--- src/rtl/eia_pkg.sv ---
// Shared constants for the external edge and maskable interrupt acceptance block.
package eia_pkg;

   // Register indices; the APB byte address is four times the index.
   localparam logic [15:0] IDX_RISE_EN = 16'hff48;  // Rising-edge enables.
   localparam logic [15:0] IDX_FALL_EN = 16'hff49;  // Falling-edge enables.
   localparam logic [15:0] IDX_REQ     = 16'hff50;  // Request flags.
   localparam logic [15:0] IDX_MASK    = 16'hff51;  // Mask flags.
   localparam logic [15:0] IDX_PRIO    = 16'hff52;  // Priority flags.
   localparam logic [15:0] IDX_PSW     = 16'hff53;  // Program status word.
   localparam logic [15:0] IDX_STATUS  = 16'hff54;  // Read-only sequencer status.

   // Reset values.
   localparam logic [7:0] RST_EDGE_EN = 8'h00;
   localparam logic [7:0] RST_REQ     = 8'h00;
   localparam logic [7:0] RST_MASK    = 8'hff;
   localparam logic [7:0] RST_PRIO    = 8'hff;
   localparam logic [7:0] RST_PSW     = 8'h02;

   // Field positions in the program status word.
   localparam int PSW_IE_BIT  = 7;  // Maskable accept enable.
   localparam int PSW_ISP_BIT = 1;  // In-service priority.

   // Bit-manipulation write format: pwdata[8] selects it, [2:0] bit, [3] value.
   localparam int WR_BITMODE_BIT = 8;
   localparam int WR_BITVAL_BIT  = 3;

   // Request-to-entry latency in CPU clocks, high and low priority.
   localparam int LAT_HI_CLK = 7;
   localparam int LAT_LO_CLK = 8;
   // Fixed cycles spent after acceptance: push status, push pc, vector, entry,
   // plus the cycle in which the request flag first shows.
   localparam int SEQ_FIXED_CLK = 5;
   localparam logic [3:0] WAIT_HI = 4'(LAT_HI_CLK - SEQ_FIXED_CLK);
   localparam logic [3:0] WAIT_LO = 4'(LAT_LO_CLK - SEQ_FIXED_CLK);

   // Acceptance sequencer states, Gray coded along the path.
   typedef enum logic [2:0] {
      EIA_IDLE     = 3'b000,
      EIA_WAIT     = 3'b001,
      EIA_PUSH_STATUS_INSTR = 3'b011,
      EIA_PUSH_PC  = 3'b010,
      EIA_VECTOR   = 3'b110,
      EIA_ENTRY    = 3'b111
   } eia_state_t;

endpackage : eia_pkg

--- src/rtl/eia_irq_ctrl.sv ---
// External edge detection and maskable interrupt acceptance, with APB registers.
//
// Contract
// - Eight pins, rise and fall enable registers.
// - Enable pair selects none, fall, rise, both.
// - Reset clears both edge enable registers.
// - Edge enables take bit and byte writes.
// - Status word holds enable, priority; resets 02.
// - Status word: byte, bit, enable/disable instructions.
// - Eligible when request set and unmasked.
// - Accept only while enable bit is set.
// - High handler active blocks low requests.
// - Minimum latency seven or eight clocks.
// - Maximum latency thirty-two or thirty-three clocks.
// - Higher programmed priority level wins.
// - Equal level: fixed default priority wins.
// - Pending request accepted once conditions hold.
// - Push status, push pc, clear enable, vector.
// - Returns and status pop restore word.
// - Break pushes status, clears enable bit.
// - In-service bit zero means high handler.
// - Priority flag zero is the higher level.
`timescale 1ns/1ps
`default_nettype none
module eia_irq_ctrl
   import eia_pkg::*;
#(
   parameter int          NSRC     = 8,
   parameter logic [15:0] VEC_BASE = 16'h0006
) (
   // Clock, reset and clock enable.
   input  wire logic             pclk,
   input  wire logic             presetn,
   input  wire logic             ce,
   // APB slave.
   input  wire logic             psel,
   input  wire logic             penable,
   input  wire logic             pwrite,
   input  wire logic [17:0]      paddr,
   input  wire logic [31:0]      pwdata,
   input  wire logic [3:0]       pstrb,
   output logic      [31:0]      prdata,
   output logic                  pready,
   output logic                  pslverr,
   // External interrupt pins.
   input  wire logic [NSRC-1:0]  external_irq_input,
   // CPU core: instruction events.
   input  wire logic             cpu_instr_boundary,
   input  wire logic [15:0]      cpu_pc,
   input  wire logic             enable_irq_instr,
   input  wire logic             disable_irq_instr,
   input  wire logic             break_instruction,
   input  wire logic             interrupt_return,
   input  wire logic             break_return,
   input  wire logic             pop_status_instr,
   input  wire logic [7:0]       stack_pop_data,
   // CPU core: acceptance sequence outputs.
   output logic                  stack_push_status_instr,
   output logic      [7:0]       stack_psw_data,
   output logic                  stack_push_pc,
   output logic      [15:0]      stack_pc_data,
   output logic                  vector_load,
   output logic      [15:0]      vector_addr,
   output logic                  handler_entry,
   output logic                  accept_busy,
   output logic      [7:0]       program_status_word
);

   // Register storage.
   logic [NSRC-1:0] rise_edge_enable_ff;  // Rising-edge enables.
   logic [NSRC-1:0] fall_edge_enable_ff;  // Falling-edge enables.
   logic [NSRC-1:0] req_flag_ff;          // Pending request flags.
   logic [NSRC-1:0] mask_flag_ff;         // 1 masks the source.
   logic [NSRC-1:0] priority_flag_ff;     // 0 is the higher level.
   logic [7:0]      psw_ff;               // Program status word.

   // Acceptance sequencer.
   eia_state_t      state_ff;             // Current step.
   eia_state_t      nxt_state;            // Next step.
   logic [3:0]      wait_ff;              // Remaining wait cycles.
   logic [2:0]      src_ff;               // Accepted source.
   logic [7:0]      saved_psw_ff;         // Status word before acceptance.
   logic [15:0]     saved_pc_ff;          // Return address.
   logic [15:0]     vec_addr_ff;          // Vector entry address.

   // Combinational helpers.
   logic [NSRC-1:0] edge_hit;             // Valid edges this cycle.
   logic [NSRC-1:0] eligible;             // Requested and unmasked.
   logic [NSRC-1:0] cand;                 // Candidates after priority gating.
   logic            win_any;              // Some source may be accepted.
   logic [2:0]      win_idx;              // Winning source index.
   logic            do_accept;            // Acceptance happens this cycle.
   logic            wr_en;                // APB write strobe.
   logic            rd_en;                // APB read strobe.
   logic [15:0]     reg_idx;              // Word index of the access.
   logic            addr_hit;             // Access maps to a register.

   // Edge detection on all eight pins.
   eia_edge_detect #(
      .WIDTH (NSRC)
   ) u_edge (
      .pclk               (pclk),
      .presetn            (presetn),
      .ce                 (ce),
      .external_irq_input (external_irq_input),
      .rise_edge_enable   (rise_edge_enable_ff),
      .fall_edge_enable   (fall_edge_enable_ff),
      .edge_hit           (edge_hit)
   );

   // APB decode: zero wait states, so pready is always high.
   assign reg_idx = paddr[17:2];
   assign wr_en   = psel && penable && pwrite && ce;
   assign rd_en   = psel && penable && !pwrite;
   assign pready  = 1'b1;

   // Unmapped or misaligned addresses answer with an error and store nothing.
   always_comb begin
      case (reg_idx)
         IDX_RISE_EN, IDX_FALL_EN, IDX_REQ, IDX_MASK, IDX_PRIO, IDX_PSW, IDX_STATUS: begin
            addr_hit = (paddr[1:0] == 2'b00);
         end
         default: begin
            addr_hit = 1'b0;
         end
      endcase
   end
   assign pslverr = psel && penable && !addr_hit;

   // Applies a byte write or a single-bit write to an 8-bit register.
   // Only the lane 0 strobe matters, though pwdata[8] selects bit mode; with pstrb[0] low nothing changes.
   function automatic logic [7:0] apply_wr(input logic [7:0]  cur,
                                           input logic [31:0] wd,
                                           input logic [3:0]  strb);
      logic [7:0] res;
      res = cur;
      if (strb[0]) begin
         if (wd[WR_BITMODE_BIT]) begin
            res[wd[2:0]] = wd[WR_BITVAL_BIT];
         end else begin
            res = wd[7:0];
         end
      end
      return res;
   endfunction : apply_wr

   // Selected write strobes per register.
   logic wr_rise;
   logic wr_fall;
   logic wr_req;
   logic wr_mask;
   logic wr_prio;
   logic wr_psw;
   assign wr_rise = wr_en && addr_hit && (reg_idx == IDX_RISE_EN);
   assign wr_fall = wr_en && addr_hit && (reg_idx == IDX_FALL_EN);
   assign wr_req  = wr_en && addr_hit && (reg_idx == IDX_REQ);
   assign wr_mask = wr_en && addr_hit && (reg_idx == IDX_MASK);
   assign wr_prio = wr_en && addr_hit && (reg_idx == IDX_PRIO);
   assign wr_psw  = wr_en && addr_hit && (reg_idx == IDX_PSW);

   // Edge enable registers. Clearing both bits before the pin is handed
   // to port use is software's job; the detector cannot tell the two apart.
   always_ff @(posedge pclk or negedge presetn) begin
      if (!presetn) begin
         rise_edge_enable_ff <= RST_EDGE_EN;
         fall_edge_enable_ff <= RST_EDGE_EN;
      end else begin
         if (wr_rise) begin
            rise_edge_enable_ff <= apply_wr(rise_edge_enable_ff, pwdata, pstrb);
         end
         if (wr_fall) begin
            fall_edge_enable_ff <= apply_wr(fall_edge_enable_ff, pwdata, pstrb);
         end
      end
   end

   // Mask and priority flags, software owned.
   always_ff @(posedge pclk or negedge presetn) begin
      if (!presetn) begin
         mask_flag_ff     <= RST_MASK;
         priority_flag_ff <= RST_PRIO;
      end else begin
         if (wr_mask) begin
            mask_flag_ff <= apply_wr(mask_flag_ff, pwdata, pstrb);
         end
         if (wr_prio) begin
            priority_flag_ff <= apply_wr(priority_flag_ff, pwdata, pstrb);
         end
      end
   end

   // Request flags. Order matters: software write, then acceptance clear,
   // then a fresh edge, so an edge in the clearing cycle is never lost.
   always_ff @(posedge pclk or negedge presetn) begin
      if (!presetn) begin
         req_flag_ff <= RST_REQ;
      end else if (ce) begin
         logic [NSRC-1:0] nxt_req;
         nxt_req = req_flag_ff;
         if (wr_req) begin
            nxt_req = apply_wr(req_flag_ff, pwdata, pstrb);
         end
         if (do_accept) begin
            nxt_req[win_idx] = 1'b0;
         end
         nxt_req = nxt_req | edge_hit;
         req_flag_ff <= nxt_req;
      end
   end

   assign eligible = req_flag_ff & ~mask_flag_ff;

   // Candidate selection: the higher level group if it has any member,
   // otherwise the lower level, unless a high handler is in service.
   always_comb begin
      cand = '0;
      if (|(eligible & ~priority_flag_ff)) begin
         cand = eligible & ~priority_flag_ff;
      end else if (psw_ff[PSW_ISP_BIT]) begin
         cand = eligible;
      end
   end

   always_comb begin
      win_any = 1'b0;
      win_idx = 3'h0;
      for (int i = NSRC - 1; i >= 0; i--) begin
         if (cand[i]) begin
            win_any = 1'b1;
            win_idx = 3'(i);
         end
      end
   end

   // Pending taken when allowed.
   // A break in the same boundary takes precedence; it clears the enable bit.
   assign do_accept = ce && (state_ff == EIA_IDLE) && cpu_instr_boundary && win_any
                    && psw_ff[PSW_IE_BIT] && !break_instruction;

   // Program status word. Hardware events are applied after the software
   // write so an acceptance or break always leaves the enable bit cleared.
   always_ff @(posedge pclk or negedge presetn) begin
      if (!presetn) begin
         psw_ff <= RST_PSW;
      end else if (ce) begin
         logic [7:0] nxt_psw;
         nxt_psw = psw_ff;
         if (wr_psw) begin
            nxt_psw = apply_wr(psw_ff, pwdata, pstrb);
         end
         if (enable_irq_instr) begin
            nxt_psw[PSW_IE_BIT] = 1'b1;
         end
         if (disable_irq_instr) begin
            nxt_psw[PSW_IE_BIT] = 1'b0;
         end
         if (interrupt_return || break_return || pop_status_instr) begin
            nxt_psw = stack_pop_data;
         end
         if (break_instruction) begin
            nxt_psw[PSW_IE_BIT] = 1'b0;
         end
         if (do_accept) begin
            nxt_psw[PSW_IE_BIT]  = 1'b0;
            nxt_psw[PSW_ISP_BIT] = priority_flag_ff[win_idx];
         end
         psw_ff <= nxt_psw;
      end
   end

   // Sequencer state register.
   always_ff @(posedge pclk or negedge presetn) begin
      if (!presetn) begin
         state_ff <= EIA_IDLE;
      end else if (ce) begin
         state_ff <= nxt_state;
      end
   end

   // Sequencer transitions: wait out the latency, then push, vector, enter.
   always_comb begin
      case (state_ff)
         EIA_IDLE: begin
            nxt_state = do_accept ? EIA_WAIT : EIA_IDLE;
         end
         EIA_WAIT: begin
            nxt_state = (wait_ff == 4'h1) ? EIA_PUSH_STATUS_INSTR : EIA_WAIT;
         end
         EIA_PUSH_STATUS_INSTR: begin
            nxt_state = EIA_PUSH_PC;
         end
         EIA_PUSH_PC: begin
            nxt_state = EIA_VECTOR;
         end
         EIA_VECTOR: begin
            nxt_state = EIA_ENTRY;
         end
         EIA_ENTRY: begin
            nxt_state = EIA_IDLE;
         end
         default: begin
            nxt_state = EIA_IDLE;
         end
      endcase
   end

   // Wait counter. The entry lands exactly at the minimum latency after the
   // request flag first shows; the maximum depends on how soon the core
   // reaches an instruction boundary, which this block cannot shorten.
   always_ff @(posedge pclk or negedge presetn) begin
      if (!presetn) begin
         wait_ff <= 4'h0;
      end else if (ce) begin
         if (do_accept) begin
            wait_ff <= priority_flag_ff[win_idx] ? WAIT_LO : WAIT_HI;
         end else if (state_ff == EIA_WAIT) begin
            wait_ff <= wait_ff - 4'h1;
         end
      end
   end

   // Capture everything the push and vector steps need at acceptance.
   // A break captures the status word too so its push carries the old value.
   always_ff @(posedge pclk or negedge presetn) begin
      if (!presetn) begin
         src_ff       <= 3'h0;
         saved_psw_ff <= RST_PSW;
         saved_pc_ff  <= 16'h0000;
         vec_addr_ff  <= 16'h0000;
      end else if (ce) begin
         if (do_accept) begin
            src_ff       <= win_idx;
            saved_psw_ff <= psw_ff;
            saved_pc_ff  <= cpu_pc;
            vec_addr_ff  <= VEC_BASE + {12'h000, win_idx, 1'b0};
         end else if (break_instruction && state_ff == EIA_IDLE) begin
            saved_psw_ff <= psw_ff;
         end
      end
   end

   // Break push pulse, one clock after the break instruction.
   logic brk_push_ff; // Pending break status push.
   always_ff @(posedge pclk or negedge presetn) begin
      if (!presetn) begin
         brk_push_ff <= 1'b0;
      end else if (ce) begin
         brk_push_ff <= break_instruction && (state_ff == EIA_IDLE);
      end
   end

   // Status first, then pc, then vector.
   assign stack_push_status_instr      = (state_ff == EIA_PUSH_STATUS_INSTR) || brk_push_ff;
   assign stack_psw_data      = saved_psw_ff;
   assign stack_push_pc       = (state_ff == EIA_PUSH_PC);
   assign stack_pc_data       = saved_pc_ff;
   assign vector_load         = (state_ff == EIA_VECTOR);
   assign vector_addr         = vec_addr_ff;
   assign handler_entry       = (state_ff == EIA_ENTRY);
   assign accept_busy         = (state_ff != EIA_IDLE);
   assign program_status_word = psw_ff;

   // Read mux. Reads have no side effects, so no clock enable is needed.
   always_comb begin
      prdata = 32'h0000_0000;
      if (rd_en && addr_hit) begin
         case (reg_idx)
            IDX_RISE_EN: prdata[7:0] = rise_edge_enable_ff;
            IDX_FALL_EN: prdata[7:0] = fall_edge_enable_ff;
            IDX_REQ:     prdata[7:0] = req_flag_ff;
            IDX_MASK:    prdata[7:0] = mask_flag_ff;
            IDX_PRIO:    prdata[7:0] = priority_flag_ff;
            IDX_PSW:     prdata[7:0] = psw_ff;
            IDX_STATUS:  prdata[7:0] = {1'b0, state_ff, 1'b0, src_ff};
            default:     prdata      = 32'h0000_0000;
         endcase
      end
   end

endmodule : eia_irq_ctrl
`default_nettype wire

--- src/rtl/eia_edge_detect.sv ---
// Per-pin valid-edge detector for the external interrupt inputs.
`timescale 1ns/1ps
`default_nettype none
module eia_edge_detect
   import eia_pkg::*;
#(
   parameter int WIDTH = 8
) (
   // Clock and reset.
   input  wire logic             pclk,
   input  wire logic             presetn,
   input  wire logic             ce,
   // Pins and enables.
   input  wire logic [WIDTH-1:0] external_irq_input,
   input  wire logic [WIDTH-1:0] rise_edge_enable,
   input  wire logic [WIDTH-1:0] fall_edge_enable,
   // One-cycle edge pulses.
   output logic      [WIDTH-1:0] edge_hit
);

   logic [WIDTH-1:0] prev_ff;   // Pin level seen one clock earlier.
   logic             primed_ff; // Low until the first sample is held.

   // Remember the last level; the first sample after reset is not compared,
   // so a pin that idles high does not look like a rising edge.
   always_ff @(posedge pclk or negedge presetn) begin
      if (!presetn) begin
         prev_ff   <= '0;
         primed_ff <= 1'b0;
      end else if (ce) begin
         prev_ff   <= external_irq_input;
         primed_ff <= 1'b1;
      end
   end

   always_comb begin
      edge_hit = '0;
      if (primed_ff && ce) begin
         edge_hit = (rise_edge_enable & external_irq_input & ~prev_ff)
                  | (fall_edge_enable & ~external_irq_input & prev_ff);
      end
   end

endmodule : eia_edge_detect
`default_nettype wire

--- config.mk ---
export PLATFORM = sky130hd
export DESIGN_NAME = eia_irq_ctrl
export DESIGN_NICKNAME = d
export VERILOG_FILES = /design/src/rtl/eia_pkg.sv /design/src/rtl/eia_irq_ctrl.sv /design/src/rtl/eia_edge_detect.sv
export SDC_FILE = /design/constraint.sdc
export NUM_CORES = 1
export LEC_CHECK = 0
export BUFFER_PORTS_ARGS = -buffer_cell sky130_fd_sc_hd__buf_2
export CAP_MARGIN = 10
export CORE_MARGIN = 2
export CORE_UTILIZATION = 46
export CTS_BUF_LIST = sky130_fd_sc_hd__clkbuf_4 sky130_fd_sc_hd__clkbuf_8 sky130_fd_sc_hd__clkbuf_16
export DETAILED_ROUTE_END_ITERATION = 12
export GPL_TIMING_DRIVEN = 0
export PLACE_DENSITY = 0.84
export RECOVER_POWER = 50
export SYNTH_ARGS = -nofsm -noshare
export SYNTH_HDL_FRONTEND = slang
export SYNTH_HIERARCHICAL = 1
export SYNTH_SLANG_ARGS = --single-unit
--- constraint.sdc ---
create_clock -name pclk -period 3.5 [get_ports pclk]
set_clock_uncertainty 0.05 [all_clocks]
set_input_delay 0.175 -clock pclk [delete_from_list [all_inputs] [get_ports pclk]]
set_output_delay 0.175 -clock pclk [all_outputs]
set_load 0.005 [all_outputs]
# After elaboration in Yosys (flattened, before gate mapping)
# Cells that the tools add are included.
# op_classes
n_bitwise	14
n_eq_ne	13
n_lt_le_gt_ge	4
mul	0
addsub	2
n_div	0
shifts	0
mux	61
n_reduce_logical	51
# op_table
op	count
8-bit two-way mux	20
16-bit == test (second input constant)	7
8-bit bitwise AND	7
8-bit one-hot mux with 7 select lines	1
8-bit bitwise mux	6
8-bit NOT	5
3-bit two-way mux	8
1-bit logical AND	22
1-bit two-way mux	19
8-bit OR	2
3-bit one-hot mux with 5 select lines	1
2-bit AND reduction	7
6-bit nonzero test	2
3-bit AND reduction	3
3-bit nonzero test	3
3-bit by 4-bit less-than comparator with 1-bit output (second input constant)	2
4-bit two-way mux	2
2-bit nonzero test	4
8-bit OR reduction	1
7-bit OR reduction	1
1-bit demux with 3-bit select	2
3-bit by 2-bit == test with 1-bit output (second input constant)	2
3-bit == test (second input constant)	2
3-bit by 1-bit >= comparator with 1-bit output (second input constant)	2
other kinds (10)	14
# word_totals
reg_bits	108
in_bits	99
mem_bits_rw	0
mem_count	0
latch_bits	0
rom_bits	0

# Logic depth before layout (Yosys ltp)
# depth
word_depth	22
mapped_depth	10
ltp_nobuf	10

# By module
# Netlist, hierarchy kept.
# modules_own_cells
mod	seq_area_each_um2	area_each_um2	cells_per_inst	instances
eia_irq_ctrl	2199.6	5574.1	635	1
eia_edge_detect	225.2	534.3	44	1

# Worst setup path after synthesis
# Ideal clock, no wire load.
# synth_timing
path_type	reg-to-reg
from	register priority_flag_ff[2]
to	register wait_ff[0]
arrival_ns	2.547
t_required_ns	3.307
slack_ns	0.760
stages_incl_launch_ff	9
setup_time_ns	0.143
path_buffers	0
path_cell_list	dfstp_2 or3b_1 o2111ai_2 o41ai_2 a211oi_1 o31ai_2 mux2_2 a221oi_1 a22oi_1
# synth_between
elab_chain_len	17
elab_cells_between_ends	29
# synth_rtl
element	line	rtl
start: declaration	eia_irq_ctrl.sv:74	logic [NSRC-1:0] priority_flag_ff;
start signal: assignment	eia_irq_ctrl.sv:187	priority_flag_ff <= apply_wr(priority_flag_ff, pwdata, pstrb);
branches (longest 17 deep; another with 8-bit NOT)	--	
end signal: assignment	eia_irq_ctrl.sv:315	wait_ff <= priority_flag_ff[win_idx] ? WAIT_LO : WAIT_HI;
end signal: assignment	eia_irq_ctrl.sv:317	wait_ff <= wait_ff - 4'h1;
end: declaration	eia_irq_ctrl.sv:80	logic [3:0] wait_ff;
# Several ways; the timed one is not identified. The select of a mux whose other input is x is not followed.
# A chain may end at the register's enable or synchronous reset.

# Worst setup path in the final report
# layout_timing
from	register mask_flag_ff[0]
to	register req_flag_ff[5]
# layout_between
elab_chain_len	22
elab_cells_between_ends	35
# layout_rtl
element	line	rtl
start: declaration	eia_irq_ctrl.sv:73	logic [NSRC-1:0] mask_flag_ff;
start signal: assignment	eia_irq_ctrl.sv:184	mask_flag_ff <= apply_wr(mask_flag_ff, pwdata, pstrb);
8-bit NOT *	eia_irq_ctrl.sv:211	assign eligible = req_flag_ff & ~mask_flag_ff;
8-bit bitwise AND *	eia_irq_ctrl.sv:211	
8-bit bitwise AND	eia_irq_ctrl.sv:217, eia_irq_ctrl.sv:218	
8-bit OR reduction	eia_irq_ctrl.sv:217	if (|(eligible & ~priority_flag_ff)) begin
8-bit two-way mux *	eia_irq_ctrl.sv:217	
3-bit two-way mux (8 in series)	eia_irq_ctrl.sv:228	if (cand[i]) begin
3-bit by 4-bit less-than comparator with 1-bit output (not written as such) / 3-bit by 1-bit >= comparator with 1-bit output (equally long branches)	eia_irq_ctrl.sv:204	nxt_req[win_idx] = 1'b0;
1-bit logical AND (not written as such)	eia_irq_ctrl.sv:204	
1-bit two-way mux (not written as such)	eia_irq_ctrl.sv:204	
1-bit demux with 3-bit select	eia_irq_ctrl.sv:204	
8-bit NOT (no source line)	--	
8-bit bitwise AND (no source line)	--	
8-bit two-way mux *	eia_irq_ctrl.sv:203	if (do_accept) begin
8-bit two-way mux *	eia_irq_ctrl.sv:197	end else if (ce) begin
8-bit OR *	eia_irq_ctrl.sv:206	nxt_req = nxt_req | edge_hit;
end signal: assignment	eia_irq_ctrl.sv:207	req_flag_ff <= nxt_req;
end: declaration	eia_irq_ctrl.sv:72	logic [NSRC-1:0] req_flag_ff;
# Mark *: on every way between the ends. The rest lies on a longest branch, timed or not. The select of a mux whose other input is x is not followed.

==> impl_metrics.toml <==
[sta]
slew_headroom = -0.594
rsz0062_at_grt = "false"
setup_viol = 0
timing.fmax_mhz = 310
tightest_slew_ns = 2.39
fin_crit_sh = 0.920
finalHoldViolations = 0
drv_slew = 42
setup_tns_ns = 0
finalCriticalPeriod_ns = 3.22

[cts]
ctsResizeCount = 0
tritoncts = "built"
root_buffer = "clkbuf_16"
cts_buffer_depth = 2
clk_pin_slew_ns = 0.07
worstSkewPairLatency_ns = 0.37
numCtsBuffers = 9
htreeDepth = 3
cts_num_sinks = 96

[logic_synthesis]
yosys.area.top_type = "dfrtp_1"
syn_area_um2 = 6110
synth_top_flop_cell = "dfrtp_1"
synth_top_area_frac = 0.320
synth_area_leaders = "dfrtp_1, dfstp_2, nand2_1"
async_flop_share = 1.00
yosysUniqueCellTypes = 78
ys_ff_latch = 96
synth_edf_count = 0
yosysWarnings = 6
syn-mean-instance-area_um2 = 9.00
yosysSeqAreaShare = 0.397
syn_inst = 679

[drt]
drt-pass1-iter-count = 6
drt_iter0_markers = 663
drcViolationCount = 0
via_per_inst = 5.65
wire_per_inst_um = 17.5
route.vias.total = 5906
postRouteAntennaNets = 0
totalWireLength_mm = 18.2

[worst_setup_path]
start_kind = "flop"
cp_data_required_time_ns = 3.69
cp_data_arrival_time_ns = 3.41
crit_fanout = 10
worst-setup-path-type = "flop to flop"
cp-end-kind = "flop"

[layout]
multiInputGateArea_um2 = 3300
antennaDiodeCount = 0
final_util = 0.574
instances_no_fill = 1045
layout_commonest_cell = "nand2_1"
ff_latch_area_um2 = 2420
area_growth_pct = 22.9
fin_nets = 966
final_cell_mix = "nand2_1, buf_2, dfrtp_1"
nFillCells = 1166
drive_gt1_frac = 0.268

[placement]
post-dp-hpwl_mm = 13.4
port-buffer-count = 121
globalplace.congestion = 0.986
dp_cells = 1012

[power]
max-vdd-ir-drop_v = 0.000412
p_total_mw = 3.51
p_per_area_nw_per_um2 = 468
p_leak_nw = 3.40

[job]
cap_violations = 1

[floorplanning]
dieArea_um2 = 14200
rows = 42
die_h_um = 119
ioPinCount = 186
start_util = 0.467
core-area_um2 = 13100
die_w_um = 119

[grt]
gr-total-overflow = 0
grt_pass1_wl_mm = 28.6
grt_pass1_vias = 5519
grt_max_degree = 56
antenna_found_initial = 0
grtUsageTotal = 0.260

[worst_hold_path]
hold_path.class = "primary input to flop"

[outcome]
status = "finished, violations left"
violations = "capacitance limit, slew limit"
==> final timing paths <==
| path | from | endpoint | slack [ns] | cells after the start |
|---|---|---|---|---|
| setup / recovery | mask_flag_ff[0] | req_flag_ff[5] | 0.28 | 10 |
| hold reg to reg | stack_pc_data[4] | stack_pc_data[4] | 0.42 | 2 |
| max in group asynchronous | presetn | stack_pc_data[6] | 1.01 | 2 |
| min in group asynchronous | presetn | stack_pc_data[13] | 1.02 | 2 |
| setup reg to reg | mask_flag_ff[0] | req_flag_ff[5] | 0.28 | 10 |
| hold / removal | external_irq_input[2] | u_edge/prev_ff[2] | 0.005 | 2 |
==> power by group <==
group | internal, mW | total (mW) | switching [mW] | leakage, nW
logic | 0.449 | 0.987 | 0.538 | 2.09
registers | 1.35 | 1.52 | 0.172 | 1.16
clock network | 0.506 | 1.00 | 0.497 | 0.144
total | 2.31 | 3.51 | 1.21 | 3.40
==> repair_timing <==
item                      in CTS  in global routing
hold endpoints to repair      55                  0
buffers inserted               0                  0
hold buffers                  17                  0
==> cell families (layout without fill, tap and decap cells) <==
| group | Yosys count | after routing | share of synthesized area |
|---|---|---|---|
| and+or+nand+nor | 278 | 278 | 0.229 |
| adders and majority gates | 3 | 3 | 0.00615 |
| other | 2 | 37 | 0.00123 |
| buffers and inverters | 87 | 242 | 0.0799 |
| DFF | 96 | 96 | 0.397 |
| muxes | 50 | 50 | 0.0952 |
| AOI/OAI and AO/OA | 159 | 159 | 0.186 |
| xor gates and xnor gates | 4 | 4 | 0.00574 |
==> registers in the layout, indices dropped and copies added (netlist names) <==
register,flops
stack_pc_data,16
program_status_word,8
req_flag_ff,8
vector_addr,4
mask_flag_ff,8
rise_edge_enable_ff,8
stack_psw_data,8
fall_edge_enable_ff,8
u_edge/primed_ff,1
state_ff,3
src_ff,3
brk_push_ff,1
wait_ff,4
priority_flag_ff,8
u_edge/prev_ff,8
==> layer usage <==
layer	wire, um	track usage	vias up
met4	703	0.126	0
met5	0	0	-
met1	7300	0.345	2735
li1	-	-	2733
met3	2130	0.0738	61
met2	8110	0.392	377
==> cell usage after synthesis (all sizes together) (3+ instances only) <==
library cell,instances
nand2,116
dfrtp,78
buf,50
o21ai,46
nor2,36
mux2,35
a21oi,26
nand3,21
inv,19
clkbuf,18
dfstp,18
nor3,18
nor2b,17
nand3b,16
mux2i,15
and2,13
nand2b,12
a31oi,11
o31ai,11
a221oi,9
a221o,6
a211oi,5
a41oi,5
or3b,5
and3,4
nand4,4
nor3b,4
o21a,4
o221ai,4
or2,4
a21boi,3
ha,3
o211ai,3
o32ai,3
xor2,3
==> stage by stage <==
| step | hold WS [ns] | instance area (um2) | worst slack, ns |
|---|---|---|---|
| 2_1_floorplan | -0.171 | 6240 | 0.760 |
| 3_3_place_gp | 0.316 | 7070 | 0.344 |
| 3_5_place_dp | 0.164 | 7100 | 0.330 |
| 4_1_cts | 0.00808 | 7560 | 0.317 |
| 5_1_grt | 0.00635 | 7510 | 0.0344 |
| 6_report | 0.00519 | 7510 | 0.278 |
==> critical path: stages, from the launching register on <==
cell and delay [ns]:
dfstp_2 0.55, nand2b_1 0.26, o2111ai_2 0.20, o41ai_2 0.47
a2bb2oi_1 0.24, and2_1 0.26, a211o_1 0.26, buf_4 0.17
buf_2 0.19, nor3_1 0.34, o21ai_1 0.11
==> layout make-up <==
class | count | area share
Multi-Input combinational cell | 531 | 0.439
Sequential cell | 96 | 0.323
Timing Repair Buffer | 139 | 0.104
Buffer | 68 | 0.0555
Clock buffer | 9 | 0.0300
Tap cell | 176 | 0.0293
Inverter | 19 | 0.00950
Clock inverter | 7 | 0.00933
No activity file was read; power rests on OpenSTA's default activity.
